--- src/rtl/spms_pkg.sv ---
// Purpose: constants and types for the serial master/slave byte port
// Assumes: one 20 MHz clock, plain strobe register port
// Notes: control byte bits 1 and 2 change meaning with the role bit
package spms_pkg;
   // ****************************************
   // Register map
   // ****************************************
   localparam logic [3:0] ADR_DATA = 4'h0;
   localparam logic [3:0] ADR_CTL = 4'h1;
   localparam logic [3:0] ADR_STS = 4'h2;
   localparam logic [3:0] ADR_MASK = 4'h3;
   localparam int DAT_AVAIL_BIT = 14;
   localparam int DAT_OVR_BIT = 15;
   localparam logic [7:0] CTL_RST = 8'h00;
   localparam logic [7:0] CTL_WMASK = 8'h6f;
   localparam logic [1:0] STS_RST = 2'h0;
   localparam logic [1:0] MASK_RST = 2'h0;
   localparam int IRQ_RX_BIT = 0;
   localparam int IRQ_OVR_BIT = 1;
   // ****************************************
   // Counts
   // ****************************************
   localparam logic [2:0] LAST_BIT = 3'h7;
   localparam logic [3:0] LAST_HALF = 4'hf;
   // ****************************************
   // Types
   // ****************************************
   typedef struct packed {
      logic rd;
      logic wr;
      logic [3:0] addr;
      logic [15:0] wdata;
   } spms_req_t;
   typedef struct packed {
      logic rsvd;
      logic clk_src;
      logic ss_pol;
      logic avail;
      logic cpha;
      logic b2;
      logic b1;
      logic master;
   } spms_ctl_t;
   typedef enum logic [0:0] {
      SPMS_IDLE = 1'b0,
      SPMS_XFER = 1'b1
   } spms_st_t;
   // Last count of a half clock period for a divider select
   function automatic logic [2:0] spms_half_last(input logic [1:0] sel);
      logic [3:0] n;
      n = (4'h1 << sel) - 4'h1;
      return n[2:0];
   endfunction
endpackage

--- src/rtl/spms_port.sv ---
// Purpose: byte serial port, master or slave, double buffered receive
// Assumes: pins are outside the clock domain; timer input is on clk
// Notes: master sample sees input two cycles late through the synchroniser
`timescale 1ns/1ns
module spms_port (
   // Clock and reset
   input wire logic clk,
   input wire logic nrst,
   // Register port
   input wire spms_pkg::spms_req_t bus_req,
   output logic [15:0] rdata,
   // Serial clock pin
   input wire logic sclk_i,
   output logic sclk_o,
   output logic sclk_oe,
   // Select and data pins
   input wire logic ss_i,
   input wire logic sdi_i,
   output logic sdo_o,
   output logic sdo_oe,
   // Timer zero output
   input wire logic timer_zero_output,
   // Interrupt
   output logic irq
);
   import spms_pkg::*;

   // ****************************************
   // Storage
   // ****************************************
   spms_ctl_t ctl_q;
   spms_st_t st_q;
   spms_st_t st_d;
   logic [7:0] tx_q;
   logic [7:0] rx_q;
   logic [7:0] hold_q;
   logic [2:0] bitcnt_q;
   logic [2:0] hcnt_q;
   logic [3:0] hticks_q;
   logic sclk_q;
   logic tmr_q;
   logic avail_q;
   logic ovr_q;
   logic [1:0] sts_q;
   logic [1:0] mask_q;
   logic [15:0] rdata_q;
   logic sclk_s1;
   logic sclk_s2;
   logic sclk_s3;
   logic ss_s1;
   logic ss_s2;
   logic sdi_s1;
   logic sdi_s2;

   // ****************************************
   // Register decode
   // ****************************************
   wire rd_dat = bus_req.rd & (bus_req.addr == ADR_DATA);
   wire wr_dat = bus_req.wr & (bus_req.addr == ADR_DATA);
   wire wr_ctl = bus_req.wr & (bus_req.addr == ADR_CTL);
   wire wr_sts = bus_req.wr & (bus_req.addr == ADR_STS);
   wire wr_mask = bus_req.wr & (bus_req.addr == ADR_MASK);
   wire master = ctl_q.master;

   // ****************************************
   // Master clock generation
   // ****************************************
   // Half period length, or any change of the timer output
   wire [2:0] half_last = spms_half_last({ctl_q.b2, ctl_q.b1});
   wire tmr_edge = timer_zero_output ^ tmr_q;
   wire busy = (st_q == SPMS_XFER);
   wire div_tick = (hcnt_q == half_last);
   wire mtick = busy & (ctl_q.clk_src ? tmr_edge : div_tick);
   wire start = wr_dat & master & ~busy;
   wire m_lead = mtick & ~sclk_q;
   wire m_trail = mtick & sclk_q;
   wire m_end = mtick & (hticks_q == LAST_HALF);

   // Next state of the master sequencer
   always_comb begin
      st_d = st_q;
      unique case (st_q)
         SPMS_IDLE: begin
            if (start) begin
               st_d = SPMS_XFER;
            end
         end
         SPMS_XFER: begin
            if (m_end | ~master) begin
               st_d = SPMS_IDLE;
            end
         end
      endcase
   end

   // ****************************************
   // Slave edge detection
   // ****************************************
   wire ss_act = (ss_s2 == ctl_q.ss_pol);
   wire s_act = ~master & ss_act;
   wire s_lead = s_act & sclk_s2 & ~sclk_s3;
   wire s_trail = s_act & ~sclk_s2 & sclk_s3;

   // ****************************************
   // Shared shift events
   // ****************************************
   // Sample on one edge, launch on the other
   wire lead = m_lead | s_lead;
   wire trail = m_trail | s_trail;
   wire sample = ctl_q.cpha ? trail : lead;
   wire launch = ctl_q.cpha ? lead : trail;
   wire [7:0] rx_next = {rx_q[6:0], sdi_s2};
   wire done = sample & (bitcnt_q == LAST_BIT);
   wire bit_clr = start | (~master & ~ss_act);
   wire tx_load = wr_dat & (~master | start);
   wire tx_shift = launch & (bitcnt_q != 3'h0);

   // ****************************************
   // Flags
   // ****************************************
   // Set by a finished byte, cleared by a buffer read; set wins
   wire avail_d = done | (avail_q & ~rd_dat);
   wire ovr_set = done & avail_q & ~rd_dat;
   wire ovr_clr = wr_ctl & ~master & ~bus_req.wdata[1];
   wire ovr_d = ovr_set | (ovr_q & ~ovr_clr);
   wire [1:0] sts_set = {ovr_set, done};
   wire [1:0] sts_clr = wr_sts ? bus_req.wdata[1:0] : 2'h0;
   wire [1:0] sts_d = sts_set | (sts_q & ~sts_clr);
   wire [7:0] ctl_wval = bus_req.wdata[7:0] & CTL_WMASK;

   // ****************************************
   // Read data
   // ****************************************
   wire [15:0] dat_word = {ovr_q, avail_q, 6'h00, hold_q};
   wire ctl_b1 = master ? ctl_q.b1 : ovr_q;
   wire [7:0] ctl_byte = {1'b0, ctl_q.clk_src, ctl_q.ss_pol, avail_q,
                          ctl_q.cpha, ctl_q.b2, ctl_b1, ctl_q.master};
   wire [15:0] rd_mux =
      (bus_req.addr == ADR_DATA) ? dat_word :
      (bus_req.addr == ADR_CTL) ? {8'h00, ctl_byte} :
      (bus_req.addr == ADR_STS) ? {14'h0000, sts_q} :
      (bus_req.addr == ADR_MASK) ? {14'h0000, mask_q} : 16'h0000;

   // ****************************************
   // Synchronisers
   // ****************************************
   // Two stages per pin; third clock stage only for edge finding
   always_ff @(posedge clk or negedge nrst) begin
      if (!nrst) begin
         sclk_s1 <= 1'b0;
         sclk_s2 <= 1'b0;
         sclk_s3 <= 1'b0;
         ss_s1 <= 1'b1; // Idle high so the default low select reads inactive
         ss_s2 <= 1'b1;
         sdi_s1 <= 1'b0;
         sdi_s2 <= 1'b0;
      end else begin
         sclk_s1 <= sclk_i;
         sclk_s2 <= sclk_s1;
         sclk_s3 <= sclk_s2;
         ss_s1 <= ss_i;
         ss_s2 <= ss_s1;
         sdi_s1 <= sdi_i;
         sdi_s2 <= sdi_s1;
      end
   end

   // ****************************************
   // Registers written by software
   // ****************************************
   always_ff @(posedge clk or negedge nrst) begin
      if (!nrst) begin
         ctl_q <= spms_ctl_t'(CTL_RST);
         mask_q <= MASK_RST;
      end else begin
         if (wr_ctl) begin
            ctl_q <= spms_ctl_t'(ctl_wval);
         end
         if (wr_mask) begin
            mask_q <= bus_req.wdata[1:0];
         end
      end
   end

   // ****************************************
   // Master sequencer and clock
   // ****************************************
   always_ff @(posedge clk or negedge nrst) begin
      if (!nrst) begin
         st_q <= SPMS_IDLE;
         hcnt_q <= 3'h0;
         hticks_q <= 4'h0;
         sclk_q <= 1'b0;
         tmr_q <= 1'b0;
      end else begin
         st_q <= st_d;
         tmr_q <= timer_zero_output;
         if (start | div_tick | ~busy) begin
            hcnt_q <= 3'h0;
         end else begin
            hcnt_q <= hcnt_q + 3'h1;
         end
         if (start) begin
            hticks_q <= 4'h0;
         end else if (mtick) begin
            hticks_q <= hticks_q + 4'h1;
         end
         if (~master | start) begin
            sclk_q <= 1'b0;
         end else if (mtick) begin
            sclk_q <= ~sclk_q;
         end
      end
   end

   // ****************************************
   // Shift path
   // ****************************************
   always_ff @(posedge clk or negedge nrst) begin
      if (!nrst) begin
         tx_q <= 8'h00;
         rx_q <= 8'h00;
         bitcnt_q <= 3'h0;
      end else begin
         if (tx_load) begin
            tx_q <= bus_req.wdata[7:0];
         end else if (tx_shift) begin
            tx_q <= {tx_q[6:0], 1'b0};
         end
         if (sample) begin
            rx_q <= rx_next;
         end
         if (bit_clr) begin
            bitcnt_q <= 3'h0;
         end else if (sample) begin
            bitcnt_q <= bitcnt_q + 3'h1;
         end
      end
   end

   // ****************************************
   // Holding buffer and flags
   // ****************************************
   always_ff @(posedge clk or negedge nrst) begin
      if (!nrst) begin
         hold_q <= 8'h00;
         avail_q <= 1'b0;
         ovr_q <= 1'b0;
         sts_q <= STS_RST;
      end else begin
         if (done) begin
            hold_q <= rx_next;
         end
         avail_q <= avail_d;
         ovr_q <= ovr_d;
         sts_q <= sts_d;
      end
   end

   // ****************************************
   // Read data register
   // ****************************************
   always_ff @(posedge clk or negedge nrst) begin
      if (!nrst) begin
         rdata_q <= 16'h0000;
      end else begin
         rdata_q <= bus_req.rd ? rd_mux : 16'h0000;
      end
   end

   // ****************************************
   // Outputs
   // ****************************************
   assign rdata = rdata_q;
   assign sclk_o = sclk_q & master; // No stale high for the cycle after an abort
   assign sclk_oe = master;
   assign sdo_o = tx_q[7];
   assign sdo_oe = master | (ss_act & ctl_q.b2);
   assign irq = |(sts_q & mask_q);
endmodule

--- config.mk ---
export PLATFORM = sky130hd
export DESIGN_NAME = spms_port
export DESIGN_NICKNAME = d
export VERILOG_FILES = /design/src/rtl/spms_pkg.sv /design/src/rtl/spms_port.sv
export SDC_FILE = /design/constraint.sdc
export NUM_CORES = 1
export LEC_CHECK = 0
export BUFFER_PORTS_ARGS = -buffer_cell sky130_fd_sc_hd__buf_4
export CORE_UTILIZATION = 56
export CTS_BUF_LIST = sky130_fd_sc_hd__clkbuf_8 sky130_fd_sc_hd__clkbuf_16
export DETAILED_ROUTE_END_ITERATION = 7
export PLACE_DENSITY = 0.79
export SLEW_MARGIN = 5
export SYNTH_ARGS = -nofsm -noshare
export SYNTH_HDL_FRONTEND = slang
export SYNTH_SLANG_ARGS = --single-unit
--- constraint.sdc ---
create_clock -name clk -period 2.37 [get_ports clk]
set_input_delay 0.237 -clock clk [delete_from_list [all_inputs] [get_ports clk]]
set_output_delay 0.237 -clock clk [all_outputs]
set_load 0.05 [all_outputs]
## Word level (Yosys, flattened, before mapping)

Cells that the tools add are included.

- $add $sub $neg: 4
- Eq/ne operators: 7
- Shifts and indexed selects: 1
- Multiplexer cells: 22
- Bitwise operators: 52
- Reduce and logical (&&, ||, !) cells: 7

Operator list:

| operator | number |
|---|---|
| $mux W16 | 2 |
| $and A1 B1 Y1 | 28 |
| $mux W8 | 2 |
| $or A1 B1 Y1 | 10 |
| $mux W3 | 3 |
| $not A1 Y1 | 9 |
| $eq A4 B2 Y1 const B | 2 |
| $mux W1 | 8 |
| $mux W4 | 2 |
| $reduce_bool A2 Y1 | 4 |
| $mux W7 | 1 |
| $add A3 B1 Y3 const B | 2 |
| $mux W2 | 3 |
| $add A4 B1 Y4 const B | 1 |
| $and A2 B2 Y2 | 2 |
| $eq A4 B1 Y1 const B | 1 |
| $eq A4 B4 Y1 const B | 1 |
| $logic_not A4 Y1 | 1 |
| $eq A3 B3 Y1 | 1 |
| $eq A3 B3 Y1 const B | 1 |
| $reduce_bool A3 Y1 | 1 |
| $shl A1 B2 Y3 const A | 1 |
| $sub A3 B1 Y3 const B | 1 |
| $not A2 Y2 | 1 |
| 5 further kinds | 5 |

- Register bits: 71
- Input bits: 28
- Output and inout bits: 21
- Word-level logic and storage cells: 120

## Depth between registers and ports, before layout

- Word-level depth: 12
- Depth in mapped cells: 7
- Depth with buffers taken out: 6

## Worst setup path before layout

Ideal clock, no wire load.

- Path kind: register to register
- Start point: reg ctl_q, in the netlist sclk_oe
- End point: reg hold_q[2]
- Library setup time: 0.125 ns
- Arrival: 1.979 ns
- Required time: 2.245 ns
- Slack: 0.266 ns
- Cell stages (with the launch flop): 5
- Path buffers: 1
- Clock period less this slack: 2.104 ns
- Cells stage by stage: dfrtp_1 -> o41ai_1 -> o221ai_2 -> buf_6 -> mux2_4

- Word-level cells in the longest chain between the ends: 7
- Elaborated cells on any way between the ends: 10
- Classes of those cells: mux (1); bitwise (9)

RTL lines:

| item | line | RTL |
|---|---|---|
| start, declared | spms_port.sv:31 | `spms_ctl_t ctl_q;` |
| start signal, assigned | spms_port.sv:173 | `ctl_q <= spms_ctl_t'(CTL_RST);` |
| start signal, assigned | spms_port.sv:177 | `ctl_q <= spms_ctl_t'(ctl_wval);` |
| $not A1 Y1 (*) | spms_port.sv:100 | `wire s_act = ~master & ss_act;` |
| $and A1 B1 Y1 (*) | spms_port.sv:100 |  |
| $and A1 B1 Y1, on equally long branches (2 in a row) | spms_port.sv:101, spms_port.sv:102 |  |
| $or A1 B1 Y1, on equally long branches | spms_port.sv:108, spms_port.sv:109 |  |
| $mux W1 (*) | spms_port.sv:110 | `wire sample = ctl_q.cpha ? trail : lead;` |
| $and A1 B1 Y1 (*) | spms_port.sv:113 | `wire done = sample & (bitcnt_q == LAST_BIT);` |
| end signal, assigned | spms_port.sv:252 | `hold_q <= rx_next;` |
| end, declared | spms_port.sv:36 | `logic [7:0] hold_q;` |

Every way passes the cells marked *; elsewhere a longest branch is shown, timed or not.
A chain may end at the register's enable or synchronous reset.

## Worst setup path after layout

- Start point: reg hcnt_q[2]
- End point: reg rx_q[0]

- Word-level cells in the longest chain between the ends: 6
- Elaborated cells on any way between the ends: 8
- Classes of those cells: eq/ne (1); mux (2); bitwise (5)

RTL lines:

| item | line | RTL |
|---|---|---|
| start, declared | spms_port.sv:38 | `logic [2:0] hcnt_q;` |
| start signal, assigned | spms_port.sv:201 | `hcnt_q <= hcnt_q + 3'h1;` |
| $eq A3 B3 Y1 (*) | spms_port.sv:72 | `wire div_tick = (hcnt_q == half_last);` |
| $mux W1 (*) | spms_port.sv:73 | `wire mtick = busy & (ctl_q.clk_src ? tmr_edge : div_tick);` |
| $and A1 B1 Y1 (*) | spms_port.sv:73 |  |
| $and A1 B1 Y1, on equally long branches | spms_port.sv:75, spms_port.sv:76 |  |
| $or A1 B1 Y1, on equally long branches | spms_port.sv:108, spms_port.sv:109 |  |
| $mux W1 (*) | spms_port.sv:110 |  |
| end signal, assigned | spms_port.sv:231 | `rx_q <= rx_next;` |
| end, declared | spms_port.sv:35 | `logic [7:0] rx_q;` |

Marked as above.

==> impl_metrics.tcl <==
set metrics [dict create \
    run_status "finished, violations left" \
    violations "hold timing" \
    final_nets 323 \
    root_buffer "clkbuf_8" \
    r2r_slack_ns 0.09 \
    diodes 0 \
    clock_latency_ns 0.34 \
    routed_wl_um 5630 \
    synthAdderAreaFrac 0.0208 \
    htreeDepth 3 \
    synthFlopType "dfrtp_1" \
    cts_buffer_depth 2 \
    synth_edf_count 0 \
    synth_top_family_by_area "multiplexers" \
    worst_pin_slew_ns 0.799 \
    grt_usage 0.225 \
    path_cells "and4_2, nor4_4, nor4_4, buf_4, o22ai_4, mux2_2" \
    fin_ws_ns 0.0869 \
    min_period_ns 2.28 \
    core_area_um2 5140 \
    gr-usage-met3 0.0616 \
    clkTransAtPathRegs_ns 0.07 \
    die_area_um2 5660 \
    fin_setup_tns_ns 0 \
    grt_pass1_wl_um 9100 \
    synthArstFlopShare 1.00 \
    critPathArrivalTime_ns 2.51 \
    first_global_vias 1938 \
    yosys_warnings 0 \
    power_density_nw_per_um2 899 \
    drtIter0Drc 137 \
    hold_ws_ns -0.0279 \
    synth.distinct_cells 51 \
    critPathSlowestCell "dfrtp_1" \
    layout_common_cells "dfrtp_1 (62), buf_4 (39), nor2_1 (25)" \
    fmax_ghz 0.438 \
    nFillCells 410 \
    cts_tree "built" \
    dr.pass1.iters 4 \
    busiest_layer "met2" \
    worstSetupPathType "register to register" \
    register_area_um2 1630 \
    worstHoldPathType "input pin to asynchronous set/reset pin" \
    finClkSkew_ns 0.0103 \
    finalMaxSlewViolations 0 \
    drive_above_1_share 0.306 \
    dp_worst_setup_slack_ns 0.0551 \
    slew_headroom 0.467 \
    critPathMaxStageDelay_ns 0.49 \
    cp-start-kind "register" \
    rsz0062_at_grt "no" \
    yosys_register_bits 65 \
    multi_input_area_um2 1260 \
    max_cap_violations 0 \
    synth_compound_area_frac 0.0854 \
    leakagePower_nw 1.70 \
    critical_path.most_common_cell "nor4_4" \
    finalCritPeriodShare 0.963 \
    crit_fanout 10 \
    fin_util 0.695 \
    drc 0 \
    dieWidth_um 75.2 \
    area_delta_synth_final_pct 19.0 \
    peakVddDrop_uv 585 \
    finish.instance_area_um2 3570 \
    vias 1947 \
    synth-xor-area-share 0.0233 \
    cp-end-kind "register" \
    via_per_inst 5.35 \
    gp_congestion 0.814 \
    synthSimpleGateAreaFrac 0.137 \
    ys_seq_area_frac 0.543 \
    setup_viol 0 \
    synth_cells 245 \
    placed_cell_area_um2 3320 \
    antenna_found_initial 0 \
    grt_max_degree 66 \
    io_pins 49 \
    portBuffers 34 \
    overflow 0 \
    cts.sinks 65 \
    initial_core_util 0.584 \
    antenna_left 0 \
    dp_hpwl_um 3930 \
    grt_use_met1 0.285 \
    synth_area_um2 3000 \
    syn_area_per_cell_um2 12.3 \
    rows 26 \
    numCtsBuffers 9 \
    hold_violations 18 \
    cp.required_ns 2.59 \
    muxShareOfSynthArea 0.147 \
    wl_per_cell_um 15.5 \
    grt.met2_usage 0.370 \
    final_common_cell "dfrtp_1" \
    die_h_um 75.2 \
]
## power breakdown
part / switching (W) / internal [W]
Sequential: 0.000171 / 0.00132
Clock: 0.000396 / 0.000606
Combinational: 0.000377 / 0.000347
Total: 0.000945 / 0.00227
## stage by stage
stage	power (W)	instances
after global placement	0.00218	345
final	0.00321	364
after detailed placement	0.00223	345
after floorplan	0.00200	250
after global routing	0.00338	364
after CTS	0.00324	363
## synthesized netlist by cell type (2+ instances only)
library cell	number	share of area
a21oi_1	10	0.017
and2_1	4	0.0083
buf_4	6	0.015
buf_6	2	0.0075
clkbuf_1	6	0.0075
dfrtp_1	63	0.52
dfstp_2	2	0.017
ha_1	5	0.021
inv_1	10	0.013
mux2_2	15	0.056
mux2_4	6	0.030
mux2i_1	16	0.053
nand2_1	15	0.019
nand2b_1	2	0.0042
nand3_1	2	0.0033
nand4_1	2	0.0042
nor2_1	25	0.031
nor3_1	3	0.0050
nor3b_1	3	0.0075
nor4_4	3	0.021
o21ai_0	7	0.012
o31ai_1	2	0.0050
o41ai_1	2	0.0058
xnor2_1	4	0.012
xor2_1	4	0.012
## worst max-delay path: cells and delay by family, from the launching register on
kind                   cells  cell delay, ns
muxes                      1            0.39
DFF                        1            0.49
AOI/OAI and AO/OA          1            0.35
buffers and inverters      1            0.16
and+or+nand+nor            3            0.78
## cell families (layout without fill, tap and decap cells)
| group | count (synthesis) | count (layout) |
|---|---|---|
| AO/OA/AOI/OAI | 35 | 35 |
| XOR/XNOR | 8 | 8 |
| adder cells (fa/ha/maj) | 5 | 5 |
| buffers and inverters | 24 | 68 |
| flip-flops | 65 | 65 |
| multiplexers | 38 | 38 |
| other | 1 | 6 |
| AND/OR/NAND/NOR | 69 | 69 |
## layer usage
layer  part of all wire  up-vias
met5                  0        -
met4              0.014        0
met3              0.039        8
met2               0.49       42
met1               0.46      963
li1                   -      934
## timing repair
item                                    CTS  global route
buffers inserted                          0             1
hold buffers                              3             0
endpoints found under the hold margin     3             0
resized for setup                         0             1
endpoints found under the setup margin    0             9
## final cells by class
| cell class | count | area share |
|---|---|---|
| repair buffers | 43 | 0.0959 |
| clock buffers | 10 | 0.0385 |
| inverters | 10 | 0.0105 |
| multi-input cells | 161 | 0.354 |
| well taps | 70 | 0.0245 |
| flip-flops and latches | 65 | 0.456 |
| clock inverters | 5 | 0.0203 |
## worst paths after layout
| path | cells after the start | to | from |
|---|---|---|---|
| max | 6 | rx_q[0] | hcnt_q[2] |
| min | 1 | rdata[0] | nrst |
| max reg2reg | 6 | rx_q[0] | hcnt_q[2] |
| min reg2reg | 0 | sdi_s2 | sdi_s1 |
| max in group asynchronous | 1 | ctl_q[1] | nrst |
| min in group clk | 1 | tmr_q | timer_zero_output |
## sequential cells by signal, indices dropped and copies added (netlist names), 3 cells and up
signal,cells
tx_q,8
bitcnt_q,3
hticks_q,4
ctl_byte,4
rx_q,7
hcnt_q,3
hold_q,8
rdata,10
Note: power is estimated with default switching activity, not from simulation.
